--- src/rtl/dti_pkg.sv ---
// constants and types shared by the dual timer block
package dti_pkg;
	// ****************************************************************
	// timing
	// ****************************************************************
	localparam int CLK_PERIOD_NS = 100;
	localparam int A_DIV_FAST = 4;
	localparam int A_DIV_SLOW = 1024;
	localparam int B_DIV_SLOW = 64;
	localparam int PRE_A_W = $clog2(A_DIV_SLOW);
	localparam int PRE_B_W = $clog2(B_DIV_SLOW);
	localparam logic [PRE_A_W-1:0] PRE_A_FAST_LAST = PRE_A_W'(A_DIV_FAST - 1);
	localparam logic [PRE_A_W-1:0] PRE_A_SLOW_LAST = PRE_A_W'(A_DIV_SLOW - 1);
	localparam logic [PRE_B_W-1:0] PRE_B_SLOW_LAST = PRE_B_W'(B_DIV_SLOW - 1);

	// ****************************************************************
	// mode register fields (bits 1 and 2 timer b only)
	// ****************************************************************
	localparam int MODE_CLK_SEL = 0;
	localparam int MODE_SRC_SEL = 1;
	localparam int MODE_ROUTE = 2;
	localparam int MODE_RUN = 3;
	localparam logic [3:0] MODE_RESET = 4'h0;

	// ****************************************************************
	// event, interrupt enable and hold release enable bit positions
	// ****************************************************************
	localparam int EVT_A = 1;
	localparam int EVT_B = 7;
	localparam logic [7:0] FLAGS_RESET = 8'h00;
	localparam logic [7:0] COUNT_RESET = 8'h00;
	localparam logic [7:0] COUNT_ALL_ONES = 8'hff;

	// ****************************************************************
	// interrupt vectors, program memory range 004H..023H
	// ****************************************************************
	localparam logic [7:0] VEC_TIMER_A = 8'h08;
	localparam logic [7:0] VEC_TIMER_B = 8'h20;
	localparam logic [7:0] VEC_NONE = 8'h00;

	// ****************************************************************
	// hold mode states
	// ****************************************************************
	typedef enum logic [2:0] {
		ST_RUN = 3'b001,
		ST_HOLD = 3'b010,
		ST_SVC = 3'b100
	} dti_hold_t;
endpackage : dti_pkg

--- src/rtl/dti_tick_if.sv ---
// timer tick carrier between core and prescaler
`timescale 1ns/10ps
interface dti_tick_if;
	logic run_a;
	logic sel_a;
	logic run_b;
	logic sel_b;
	logic src_b;
	logic sub_tick;
	logic tick_a;
	logic tick_b;
	modport core (output run_a, sel_a, run_b, sel_b, src_b, sub_tick,
		input tick_a, tick_b);
	modport pre (input run_a, sel_a, run_b, sel_b, src_b, sub_tick,
		output tick_a, tick_b);
endinterface : dti_tick_if

--- src/rtl/dti_prescale.sv ---
// prescalers producing timer a and timer b count enables
`timescale 1ns/10ps
module dti_prescale
	import dti_pkg::*;
(
	// clock and reset
	input wire logic i_clk,
	input wire logic i_rst,
	// tick carrier
	dti_tick_if.pre tk
);
	logic [PRE_A_W-1:0] pre_a;
	logic [PRE_B_W-1:0] pre_b;

	// ****************************************************************
	// timer a prescaler
	// ****************************************************************
	// held at zero while stopped so a start always sees a full period
	always_ff @(posedge i_clk)
	begin
		if (i_rst || !tk.run_a)
			pre_a <= '0;
		else
			pre_a <= pre_a + 1'b1;
	end

	assign tk.tick_a = tk.run_a && (tk.sel_a ? (pre_a == PRE_A_SLOW_LAST)
		: (pre_a[1:0] == PRE_A_FAST_LAST[1:0]));

	// ****************************************************************
	// timer b prescaler
	// ****************************************************************
	always_ff @(posedge i_clk)
	begin
		if (i_rst || !tk.run_b || tk.src_b)
			pre_b <= '0;
		else
			pre_b <= pre_b + 1'b1;
	end

	assign tk.tick_b = tk.run_b && (tk.src_b ? tk.sub_tick
		: (!tk.sel_b || pre_b == PRE_B_SLOW_LAST));
endmodule : dti_prescale

--- src/rtl/dti_top.sv ---
// dual 8-bit down timer with event, interrupt and hold gating
`timescale 1ns/10ps
// What this block does
// - Timer a counts down by one per selected tick while running.
// - Writing either load nibble of timer a stops it and loads the counter.
// - Setting timer a run bit clears its event flag and starts counting.
// - Timer a underflow to all ones stops it and sets its event flag.
// - Timer a event raises interrupt if enabled, ends hold if enabled.
// - Timer a mode bit 0 picks clock/4 or clock/1024; clock/4 after reset.
// - Timer a mode bit 3 is run; bits 1 and 2 reserved.
// - Timer a interval is (load plus one) times prescale in clock periods.
// - Timer b clock is clock, clock/64 or sub clock; clock after reset.
// - Writing either reload nibble of timer b stores it, clears run.
// - Setting timer b run copies reload, starts counting, clears event.
// - Timer b underflow sets event, reloads and keeps counting.
// - Timer b event raises interrupt if bit 7 enabled, ends hold likewise.
// - Timer b mode bit 0 picks internal clock or clock/64.
// - Timer b mode bit 1 picks internal prescaled clock or sub clock.
// - Timer b mode bit 2 routes tone wave or timer b onto tone pin.
// - Tone pin toggles on each timer b underflow when routed.
// - Interrupt only when an event flag meets its enable bit.
// - Taking an interrupt clears its flag, blocks until enable or rewrite.
// - Global disable blocks all interrupt requests.
// - Vectors lie in program memory 004H through 023H.
// - Interrupt in hold leaves briefly, returns to hold after routine.
// - Flags set by hardware, cleared by software clear, timer start or interrupt take.
module dti_top
	import dti_pkg::*;
(
	// clock and reset
	input wire logic I_CLK,
	input wire logic I_RST,
	// instruction strobes, nibble data on I_DATA[3:0], enable and clear bits on I_DATA[1] and I_DATA[7]
	input wire logic [7:0] I_DATA,
	input wire logic I_WR_A_LOAD_LOW,
	input wire logic I_WR_A_LOAD_HIGH,
	input wire logic I_WR_A_MODE,
	input wire logic I_WR_B_RELOAD_LOW,
	input wire logic I_WR_B_RELOAD_HIGH,
	input wire logic I_WR_B_MODE,
	input wire logic I_WR_IRQ_ENABLE,
	input wire logic I_WR_HOLD_ENABLE,
	input wire logic I_CLR_EVENTS,
	input wire logic I_GLOBAL_ENABLE,
	input wire logic I_GLOBAL_DISABLE,
	// cpu sequencing
	input wire logic I_IRQ_TAKE,
	input wire logic I_HOLD_ENTER,
	input wire logic I_RETURN,
	// external clocks and waveform
	input wire logic I_SUB_OSC_CLOCK,
	input wire logic I_TONE_WAVE,
	// status
	output logic [7:0] O_TIMER_A_COUNT,
	output logic [7:0] O_TIMER_B_COUNT,
	output logic [7:0] O_EVENT_FLAGS,
	output logic O_TIMER_A_RUN,
	output logic O_TIMER_B_RUN,
	// interrupt and hold
	output logic O_IRQ_REQ,
	output logic [7:0] O_IRQ_VECTOR,
	output logic O_HOLD,
	// tone output pin
	output logic O_TONE
);
	dti_tick_if tk ();

	logic [7:0] cnt_a;
	logic [7:0] cnt_b;
	logic [7:0] reload_b;
	logic run_a;
	logic run_b;
	logic sel_a;
	logic sel_b;
	logic src_b;
	logic route_b;
	logic evf_a;
	logic evf_b;
	logic ief_a;
	logic ief_b;
	logic hef_a;
	logic hef_b;
	logic irq_block;
	logic tone_q;
	logic tone_pin;
	logic sub_s1;
	logic sub_s2;
	logic sub_s3;
	dti_hold_t hold_st;
	dti_hold_t next_hold_st;

	logic wr_a_load;
	logic wr_b_load;
	logic start_a;
	logic start_b;
	logic uf_a;
	logic uf_b;
	logic pend_a;
	logic pend_b;
	logic take_a;
	logic take_b;
	logic release_hold;

	// ****************************************************************
	// sub oscillator synchroniser and edge
	// ****************************************************************
	always_ff @(posedge I_CLK)
	begin
		if (I_RST)
		begin
			sub_s1 <= 1'b0;
			sub_s2 <= 1'b0;
			sub_s3 <= 1'b0;
		end
		else
		begin
			sub_s1 <= I_SUB_OSC_CLOCK;
			sub_s2 <= sub_s1;
			sub_s3 <= sub_s2;
		end
	end

	assign tk.sub_tick = sub_s2 && !sub_s3;
	assign tk.run_a = run_a;
	assign tk.sel_a = sel_a;
	assign tk.run_b = run_b;
	assign tk.sel_b = sel_b;
	assign tk.src_b = src_b;

	dti_prescale u_pre (
		.i_clk (I_CLK),
		.i_rst (I_RST),
		.tk (tk)
	);

	// ****************************************************************
	// decode
	// ****************************************************************
	assign wr_a_load = I_WR_A_LOAD_LOW || I_WR_A_LOAD_HIGH;
	assign wr_b_load = I_WR_B_RELOAD_LOW || I_WR_B_RELOAD_HIGH;
	assign start_a = I_WR_A_MODE && I_DATA[MODE_RUN];
	assign start_b = I_WR_B_MODE && I_DATA[MODE_RUN];
	// writes take priority over a tick landing in the same cycle
	assign uf_a = run_a && tk.tick_a && cnt_a == COUNT_RESET
		&& !wr_a_load && !I_WR_A_MODE;
	assign uf_b = run_b && tk.tick_b && cnt_b == COUNT_RESET
		&& !wr_b_load && !I_WR_B_MODE;

	// ****************************************************************
	// timer a
	// ****************************************************************
	always_ff @(posedge I_CLK)
	begin
		if (I_RST)
		begin
			cnt_a <= COUNT_RESET;
			run_a <= MODE_RESET[MODE_RUN];
			sel_a <= MODE_RESET[MODE_CLK_SEL];
		end
		else if (wr_a_load)
		begin
			run_a <= 1'b0;
			if (I_WR_A_LOAD_LOW)
				cnt_a[3:0] <= I_DATA[3:0];
			if (I_WR_A_LOAD_HIGH)
				cnt_a[7:4] <= I_DATA[3:0];
		end
		else if (I_WR_A_MODE)
		begin
			// reserved bits 1 and 2 are ignored
			sel_a <= I_DATA[MODE_CLK_SEL];
			run_a <= I_DATA[MODE_RUN];
		end
		else if (uf_a)
		begin
			cnt_a <= COUNT_ALL_ONES;
			run_a <= 1'b0;
		end
		else if (run_a && tk.tick_a)
			cnt_a <= cnt_a - 1'b1;
	end

	// ****************************************************************
	// timer b
	// ****************************************************************
	always_ff @(posedge I_CLK)
	begin
		if (I_RST)
		begin
			cnt_b <= COUNT_RESET;
			reload_b <= COUNT_RESET;
			run_b <= MODE_RESET[MODE_RUN];
			sel_b <= MODE_RESET[MODE_CLK_SEL];
			src_b <= MODE_RESET[MODE_SRC_SEL];
			route_b <= MODE_RESET[MODE_ROUTE];
		end
		else if (wr_b_load)
		begin
			run_b <= 1'b0;
			if (I_WR_B_RELOAD_LOW)
				reload_b[3:0] <= I_DATA[3:0];
			if (I_WR_B_RELOAD_HIGH)
				reload_b[7:4] <= I_DATA[3:0];
		end
		else if (I_WR_B_MODE)
		begin
			sel_b <= I_DATA[MODE_CLK_SEL];
			src_b <= I_DATA[MODE_SRC_SEL];
			route_b <= I_DATA[MODE_ROUTE];
			run_b <= I_DATA[MODE_RUN];
			if (I_DATA[MODE_RUN])
				cnt_b <= reload_b;
		end
		else if (uf_b)
			cnt_b <= reload_b;
		else if (run_b && tk.tick_b)
			cnt_b <= cnt_b - 1'b1;
	end

	// ****************************************************************
	// tone output
	// ****************************************************************
	always_ff @(posedge I_CLK)
	begin
		if (I_RST)
		begin
			tone_q <= 1'b0;
			tone_pin <= 1'b0;
		end
		else
		begin
			if (uf_b)
				tone_q <= !tone_q;
			tone_pin <= route_b ? tone_q : I_TONE_WAVE;
		end
	end

	// ****************************************************************
	// event flags
	// ****************************************************************
	always_ff @(posedge I_CLK)
	begin
		if (I_RST)
		begin
			evf_a <= FLAGS_RESET[EVT_A];
			evf_b <= FLAGS_RESET[EVT_B];
		end
		else
		begin
			if (uf_a)
				evf_a <= 1'b1;
			else if (start_a || take_a
				|| (I_CLR_EVENTS && I_DATA[EVT_A]))
				evf_a <= 1'b0;
			if (uf_b)
				evf_b <= 1'b1;
			else if (start_b || take_b
				|| (I_CLR_EVENTS && I_DATA[EVT_B]))
				evf_b <= 1'b0;
		end
	end

	// ****************************************************************
	// enables and interrupt gating
	// ****************************************************************
	always_ff @(posedge I_CLK)
	begin
		if (I_RST)
		begin
			ief_a <= FLAGS_RESET[EVT_A];
			ief_b <= FLAGS_RESET[EVT_B];
			hef_a <= FLAGS_RESET[EVT_A];
			hef_b <= FLAGS_RESET[EVT_B];
		end
		else
		begin
			if (I_WR_IRQ_ENABLE)
			begin
				ief_a <= I_DATA[EVT_A];
				ief_b <= I_DATA[EVT_B];
			end
			if (I_WR_HOLD_ENABLE)
			begin
				hef_a <= I_DATA[EVT_A];
				hef_b <= I_DATA[EVT_B];
			end
		end
	end

	// disable wins over enable when both arrive together
	always_ff @(posedge I_CLK)
	begin
		if (I_RST)
			irq_block <= 1'b0;
		else if (I_GLOBAL_DISABLE || take_a || take_b)
			irq_block <= 1'b1;
		else if (I_GLOBAL_ENABLE || I_WR_IRQ_ENABLE)
			irq_block <= 1'b0;
	end

	assign pend_a = evf_a && ief_a;
	assign pend_b = evf_b && ief_b;
	assign O_IRQ_REQ = !irq_block && (pend_a || pend_b);
	// timer a has the lower vector and so the higher priority
	assign take_a = I_IRQ_TAKE && O_IRQ_REQ && pend_a;
	assign take_b = I_IRQ_TAKE && O_IRQ_REQ && !pend_a && pend_b;
	assign O_IRQ_VECTOR = !O_IRQ_REQ ? VEC_NONE
		: (pend_a ? VEC_TIMER_A : VEC_TIMER_B);

	// ****************************************************************
	// hold mode
	// ****************************************************************
	assign release_hold = (evf_a && hef_a) || (evf_b && hef_b);

	always_comb
	begin
		next_hold_st = hold_st;
		unique case (hold_st)
			ST_RUN:
				if (I_HOLD_ENTER)
					next_hold_st = ST_HOLD;
			ST_HOLD:
				if (release_hold)
					next_hold_st = ST_RUN;
				else if (I_IRQ_TAKE && O_IRQ_REQ)
					next_hold_st = ST_SVC;
			ST_SVC:
				if (I_RETURN)
					next_hold_st = ST_HOLD;
			default:
				next_hold_st = ST_RUN;
		endcase
	end

	always_ff @(posedge I_CLK)
	begin
		if (I_RST)
			hold_st <= ST_RUN;
		else
			hold_st <= next_hold_st;
	end

	// ****************************************************************
	// outputs
	// ****************************************************************
	assign O_TIMER_A_COUNT = cnt_a;
	assign O_TIMER_B_COUNT = cnt_b;
	assign O_EVENT_FLAGS = {evf_b, 5'h00, evf_a, 1'b0};
	assign O_TIMER_A_RUN = run_a;
	assign O_TIMER_B_RUN = run_b;
	assign O_HOLD = (hold_st == ST_HOLD);
	assign O_TONE = tone_pin;
endmodule : dti_top
--- config.mk ---
export PLATFORM = sky130hd
export DESIGN_NAME = dti_top
export DESIGN_NICKNAME = d
export VERILOG_FILES = /design/src/rtl/dti_pkg.sv /design/src/rtl/dti_tick_if.sv /design/src/rtl/dti_prescale.sv /design/src/rtl/dti_top.sv
export SDC_FILE = /design/constraint.sdc
export NUM_CORES = 1
export LEC_CHECK = 0
export ABC_AREA = 1
export BUFFER_PORTS_ARGS = -buffer_cell sky130_fd_sc_hd__buf_4
export CAP_MARGIN = 20
export CORE_MARGIN = 5
export CORE_UTILIZATION = 57
export CTS_BUF_LIST = sky130_fd_sc_hd__clkbuf_4 sky130_fd_sc_hd__clkbuf_8
export DETAILED_ROUTE_END_ITERATION = 10
export PLACE_DENSITY = 0.89
export SLEW_MARGIN = 10
export SYNTH_ARGS = -nofsm -noshare
export SYNTH_HDL_FRONTEND = slang
export SYNTH_SLANG_ARGS = --single-unit
--- constraint.sdc ---
create_clock -name I_CLK -period 1.7 [get_ports I_CLK]
set_input_delay 0.17 -clock I_CLK [delete_from_list [all_inputs] [get_ports I_CLK]]
set_output_delay 0.17 -clock I_CLK [all_outputs]
set_load 0.02 [all_outputs]
After elaboration in Yosys (flattened, before gate mapping)
Cells that the tools add are included.
Widths: inputs -> output; s select.
{"block": "word_totals", "n_memories": 0, "romBits": 0, "out_inout_bits": 37, "reg_bits": 61, "inputBits": 26, "mem_bits_rw": 0, "latch_bits": 0}
{"block": "classes", "multipliers": 0, "n_eq_ne": 13, "order_cmp": 0, "muxes": 28, "shift": 0, "reduce_logical": 68, "n_addsub": 4, "bitwise_logic": 2, "div": 0}
{"operator": "$mux 8", "count": 8}
{"operator": "$logic_and 1x1->1", "count": 24}
{"operator": "$logic_not 8->1", "count": 2}
{"operator": "$sub 8x1->8 const B", "count": 2}
{"operator": "$logic_or 1x1->1", "count": 15}
{"operator": "$mux 3", "count": 4}
{"operator": "$mux 6", "count": 2}
{"operator": "$reduce_and 3->1", "count": 4}
{"operator": "$logic_not 1->1", "count": 11}
{"operator": "$mux 1", "count": 11}
{"operator": "$add 10x1->10 const B", "count": 1}
{"operator": "$eq 10x10->1 const B", "count": 1}
{"operator": "$ne 2x2->1 const B", "count": 5}
{"operator": "$pmux 3 s3", "count": 1}
{"operator": "$mux 4", "count": 2}
{"operator": "$reduce_and 2->1", "count": 4}
{"operator": "$reduce_bool 2->1", "count": 4}
{"operator": "$add 6x1->6 const B", "count": 1}
{"operator": "$eq 6x6->1 const B", "count": 1}
{"operator": "$reduce_bool 3->1", "count": 2}
{"operator": "$reduce_or 2->1", "count": 2}
{"operator": "$eq 3x1->1 const B", "count": 1}
{"operator": "$eq 3x2->1 const B", "count": 1}
{"operator": "$eq 3x3->1 const B", "count": 1}
{"operator": "other kinds (4)", "count": 5}

Longest topological paths before layout
{"block": "depth", "depth_word": 10, "mapped_depth": 11, "depth_no_buf": 10}

Hierarchy
From an unflattened synthesis, not the netlist that was laid out.
{"block": "unflattened", "cells_unflattened": 437, "hier_area_um2": 3113.0}
{"module": "dti_top", "seq_area_each_um2": 900.9, "n_inst": 1, "area_per_inst_um2": 2416.1, "cells_per_inst": 342}
{"module": "dti_prescale", "seq_area_each_um2": 320.3, "n_inst": 1, "area_per_inst_um2": 696.9, "cells_per_inst": 95}

Worst setup path after synthesis
No wires, ideal clock.
{"block": "synth_path", "kind": "reg-to-reg", "startpoint": "register evf_b", "endpoint": "register hold_st[2]", "required_ns": 1.591, "setup_slack_ns": 0.258, "arrival_ns": 1.334, "path_buffers": 0, "path_stages_with_launch": 10, "synth_period_minus_slack_ns": 1.442, "path_cell_list": "dfxtp_1 > nand2_1 > a21oi_1 > nand2_1 > nand2_1 > o21ai_1 > nor2_1 > o21ai_1 > nand2_1 > inv_1"}
{"block": "synth_between", "elab_chain_cells": 6, "word_cells_on_any_way": 10}
{"item": "from (decl)", "line_no": "dti_top.sv:78", "source": "logic evf_b;"}
{"item": "from (signal assigned)", "line_no": "dti_top.sv:246", "source": "evf_b <= FLAGS_RESET[EVT_B];"}
{"item": "$logic_and 1x1->1", "line_no": "dti_top.sv:302", "source": "assign pend_b = evf_b && ief_b;"}
{"item": "$logic_or 1x1->1", "line_no": "dti_top.sv:303", "source": "assign O_IRQ_REQ = !irq_block && (pend_a || pend_b);"}
{"item": "$logic_and 1x1->1", "line_no": "dti_top.sv:303"}
{"item": "named net O_IRQ_REQ", "line_no": "dti_top.sv:60", "source": "output logic O_IRQ_REQ,"}
{"item": "$logic_and 1x1->1", "line_no": "dti_top.sv:325", "source": "else if (I_IRQ_TAKE && O_IRQ_REQ)"}
{"item": "$ne 3x1->1 (no source line)"}
{"item": "$reduce_and 3->1 (no source line)"}
{"item": "to (signal assigned)", "line_no": "dti_top.sv:340", "source": "hold_st <= next_hold_st;"}
{"item": "to (decl)", "line_no": "dti_top.sv:89", "source": "dti_hold_t hold_st;"}
The timed path passes the listed nets, and every way through them passes these cells.
A chain may end at the register's enable or synchronous reset.

Worst setup path after layout
{"block": "layout_path", "startpoint": "register u_pre.pre_a[0]", "endpoint": "register cnt_a[7], in the netlist O_TIMER_A_COUNT[7]"}
{"block": "layout_between", "elab_chain_cells": 10, "word_cells_on_any_way": 13}
{"item": "from (decl)", "line_no": "dti_prescale.sv:12", "source": "logic [PRE_A_W-1:0] pre_a;"}
{"item": "from (signal assigned)", "line_no": "dti_prescale.sv:24", "source": "pre_a <= pre_a + 1'b1;"}
{"item": "$eq 10x10->1 / $eq 2x2->1 (equally long branches)", "line_no": "dti_prescale.sv:27, dti_prescale.sv:28"}
{"item": "$mux 1 *", "line_no": "dti_prescale.sv:27", "source": "assign tk.tick_a = tk.run_a && (tk.sel_a ? (pre_a == PRE_A_SLOW_LAST)"}
{"item": "$logic_and 1x1->1 *", "line_no": "dti_prescale.sv:27"}
{"item": "$logic_and 1x1->1 *", "line_no": "dti_top.sv:144, dti_top.sv:179"}
{"item": "$logic_and 1x1->1", "line_no": "dti_top.sv:144", "source": "assign uf_a = run_a && tk.tick_a && cnt_a == COUNT_RESET"}
{"item": "$logic_and 1x1->1 (2 in series)", "line_no": "dti_top.sv:145", "source": "&& !wr_a_load && !I_WR_A_MODE;"}
{"item": "$mux 8", "line_no": "dti_top.sv:174", "source": "else if (uf_a)"}
{"item": "$mux 8", "line_no": "dti_top.sv:168", "source": "else if (I_WR_A_MODE)"}
{"item": "$mux 8", "line_no": "dti_top.sv:160", "source": "else if (wr_a_load)"}
{"item": "to (signal assigned)", "line_no": "dti_top.sv:166", "source": "cnt_a[7:4] <= I_DATA[3:0];"}
{"item": "to (signal assigned)", "line_no": "dti_top.sv:180", "source": "cnt_a <= cnt_a - 1'b1;"}
{"item": "to (decl)", "line_no": "dti_top.sv:68", "source": "logic [7:0] cnt_a;"}
Mark *: on every way between the ends. The rest lies on a longest branch, timed or not. The select of a mux whose other input is x is not followed.

==> impl_results.md <==
* CP endpoint kind: register
* Starting DRT DRC Count at 165
* Worst skew pair latency at 340 ps
* Synth top area share at 0.374
* Storage cell area at 1220 um2
* Total power at 3.71 mW
* Total CTS buffers at 9
* Ports at 63
* CTS H-tree depth at 3
* WL met1 at 3050 um
* Post-Syn Area per Cell at 7.43 um2
* Die ar. at 7350 um2
* Worst Slack Setup Final at 87.9 ps
* Gr usage total at 0.211
* DR vias at 3049
* Tcrit/Tclk final at 0.948
* Max Clock Skew at 5.99 ps
* CP Max Fanout at 8
* Final hold vios at 0
* Slowest CP cell: dfxtp_1
* Critical path's largest stage delay at 360 ps
* Port buffer count at 47
* Pwr dens at 958 nW/um2
* Nets at 525
* Post-DRT Antenna Nets at 0
* Dpl ws at 89.5 ps
* Root Buffer: clkbuf_8
* N_diodes at 0
* Critical path data required time at 1970 ps
* Cell with the most instances after synthesis: nand2_1
* Post-synth EDFFs at 0
* Fin Setup TNS at 0 ps
* CP Class: register to register
* Fmax at 0.620 GHz
* Cells after synthesis at 440
* Max-Cap Viols at 0
* Global route overflow at 0
* Post-synthesis sequential area ratio at 0.374
* WP data arrival at 1880 ps
* Share of cells above drive strength 1 at 0.223
* Starting Density at 0.590
* Synthesis-stage register bit count at 61
* First-pass GRT wire length at 12400 um
* Outcome: completed
* Sink Count at 61
* Routability cong. at 0.852
* Endpoints failing setup at 0
* Worst path buffer plus inverter count at 0
* Area of the core at 5540 um2
* DR vias/cell at 5.35
* CP most frequent cell: nand2_1
* Remaining DRCs at 0
* Design area at 3880 um2
* Distinct cell type count after synthesis at 40
* Met2 wire length at 3630 um
* Unrepaired setup endpoints after global routing: true
* Per-cell routed wire length at 13.2 um
* Finished Core Util at 0.700
* Number of global-route vias before repair at 2865
* Cts hold-fix bufs at 0
* Clock Path Buffers at 2
* Fill cells at 427
* Largest area contributor in the netlist: dfxtp_1
* Max layer used: met4
* Die H at 85.7 um
* Post-DP HPWL at 5390 um
* Critical path startpoint category: register
* Static Leak at 1.71 nW
* Total iterations of the first detailed-routing run at 5
* Main flop type after synthesis: dfxtp_1
* Synth cell count leaders: 73 x nand2_1, 61 x dfxtp_1, 52 x inv_1
* Cells along the critical path: ha_2, nand2_1, nor2_4, nand3_2, nand2_4, nand4_4, nand3_1, nand2_1, a21oi_1
* Synth-to-layout area growth at 18.6%
* YS warnings at 0
* Cell family with most CP delay: simple AND/OR/NAND/NOR gates
* Worst vdd ir at 800 uV
* Fin. max-slew vios at 0
* Async SR Flop Fraction at 0
* Fin crit period at 1610 ps
* Routed length on met3 at 568 um
* Row count at 27
* CTS clock-pin slew for the worst setup and hold paths at 70 ps
* Antenna violations before repair at 0
* Dominant cells by area after synthesis: dfxtp_1 37%, nand2_1 8.4%, a21oi_1 7.3%
* Multi-input gate area at 1710 um2
* Placed cell areas at 3610 um2
* Largest net degree at the start of global routing at 24
* CTS tree: yes
* Syn Std Cell Area at 3270 um2
* Floorplan die width at 85.7 um
* Final WL at 7510 um
* Hold Crit Class: input pin to register
==> repair_timing <==
item,CTS,global route
endpoints found under the setup margin,0,2
setup buffers,0,1
resized for setup,0,5
==> cells in the final DEF, fill, tap and decap left out, types with 5 or more instances in the layout <==
cell	n
nand2_1	73
dfxtp_1	60
buf_4	54
inv_1	52
nor2_1	49
a21oi_1	48
nand3_1	27
o21ai_0	20
conb_1	12
clkbuf_8	11
o21ai_1	9
nand3_2	7
xor2_1	7
a21oi_2	5
==> stage by stage <==
| step | hold slack (ps) | cells |
|---|---|---|
| 2_1_floorplan | 259 | 451 |
| 3_3_place_gp | 370 | 552 |
| 3_5_place_dp | 384 | 552 |
| 4_1_cts | 22.9 | 568 |
| 5_1_grt | 20.3 | 570 |
| 6_report | 36.2 | 570 |
==> worst paths after layout <==
check,slack [ps],cells after the start,end,from
setup / recovery,90,9,O_TIMER_A_COUNT[7],u_pre.pre_a[0]
setup reg to reg,90,9,O_TIMER_A_COUNT[7],u_pre.pre_a[0]
hold reg to reg,410,2,sub_s2,sub_s1
hold / removal,40,2,hef_a,I_WR_HOLD_ENABLE
==> final cells by class <==
cell class	instances	share of cell area
Multi-Input combinational cell	309	0.440
Sequential cell	61	0.315
Timing Repair Buffer	54	0.105
Inverter	58	0.0581
Clock buffer	12	0.0410
Tap cell	72	0.0232
Clock inverter	4	0.0181
==> sequential cells by signal, indices dropped and copies added, names as in the netlist, 3 cells and up <==
register / cells
O_TIMER_A_COUNT: 8
O_TIMER_B_COUNT: 8
hold_st: 3
reload_b: 8
u_pre.pre_a: 10
u_pre.pre_b: 6
==> layer usage <==
| layer | vias to the layer above | track usage |
|---|---|---|
| met5 | - | 0 |
| met4 | 0 | 0.118 |
| met3 | 29 | 0.0557 |
| met2 | 143 | 0.354 |
| met1 | 1370 | 0.242 |
| li1 | 1507 | - |
==> worst reg2reg max path, cell delays in order, from the launching register on <==
cell,delay (ps)
dfxtp_1,360
ha_2,210
nand2_1,100
nor2_4,150
nand3_2,110
nand2_4,130
nand4_4,150
nand3_1,110
nand2_1,60
a21oi_1,150
==> where the power goes <==
group / internal [mW] / total, mW / switching [mW]
Combinational: 0.249 / 0.662 / 0.413
Sequential: 1.52 / 1.58 / 0.0592
Clock: 0.917 / 1.48 / 0.560
==> cell families (layout without fill, tap and decap cells) <==
| kind of cell | Yosys count | after routing | synth area share |
|---|---|---|---|
| AO/OA/AOI/OAI | 93 | 93 | 0.161 |
| XOR/XNOR | 11 | 11 | 0.0295 |
| adder cells (fa/ha/maj) | 6 | 6 | 0.0230 |
| buffers and inverters | 82 | 128 | 0.124 |
| flip-flops | 61 | 61 | 0.374 |
| other | 1 | 12 | 0.00115 |
| AND/OR/NAND/NOR | 186 | 187 | 0.288 |
Power figures use the tool's default switching activity.
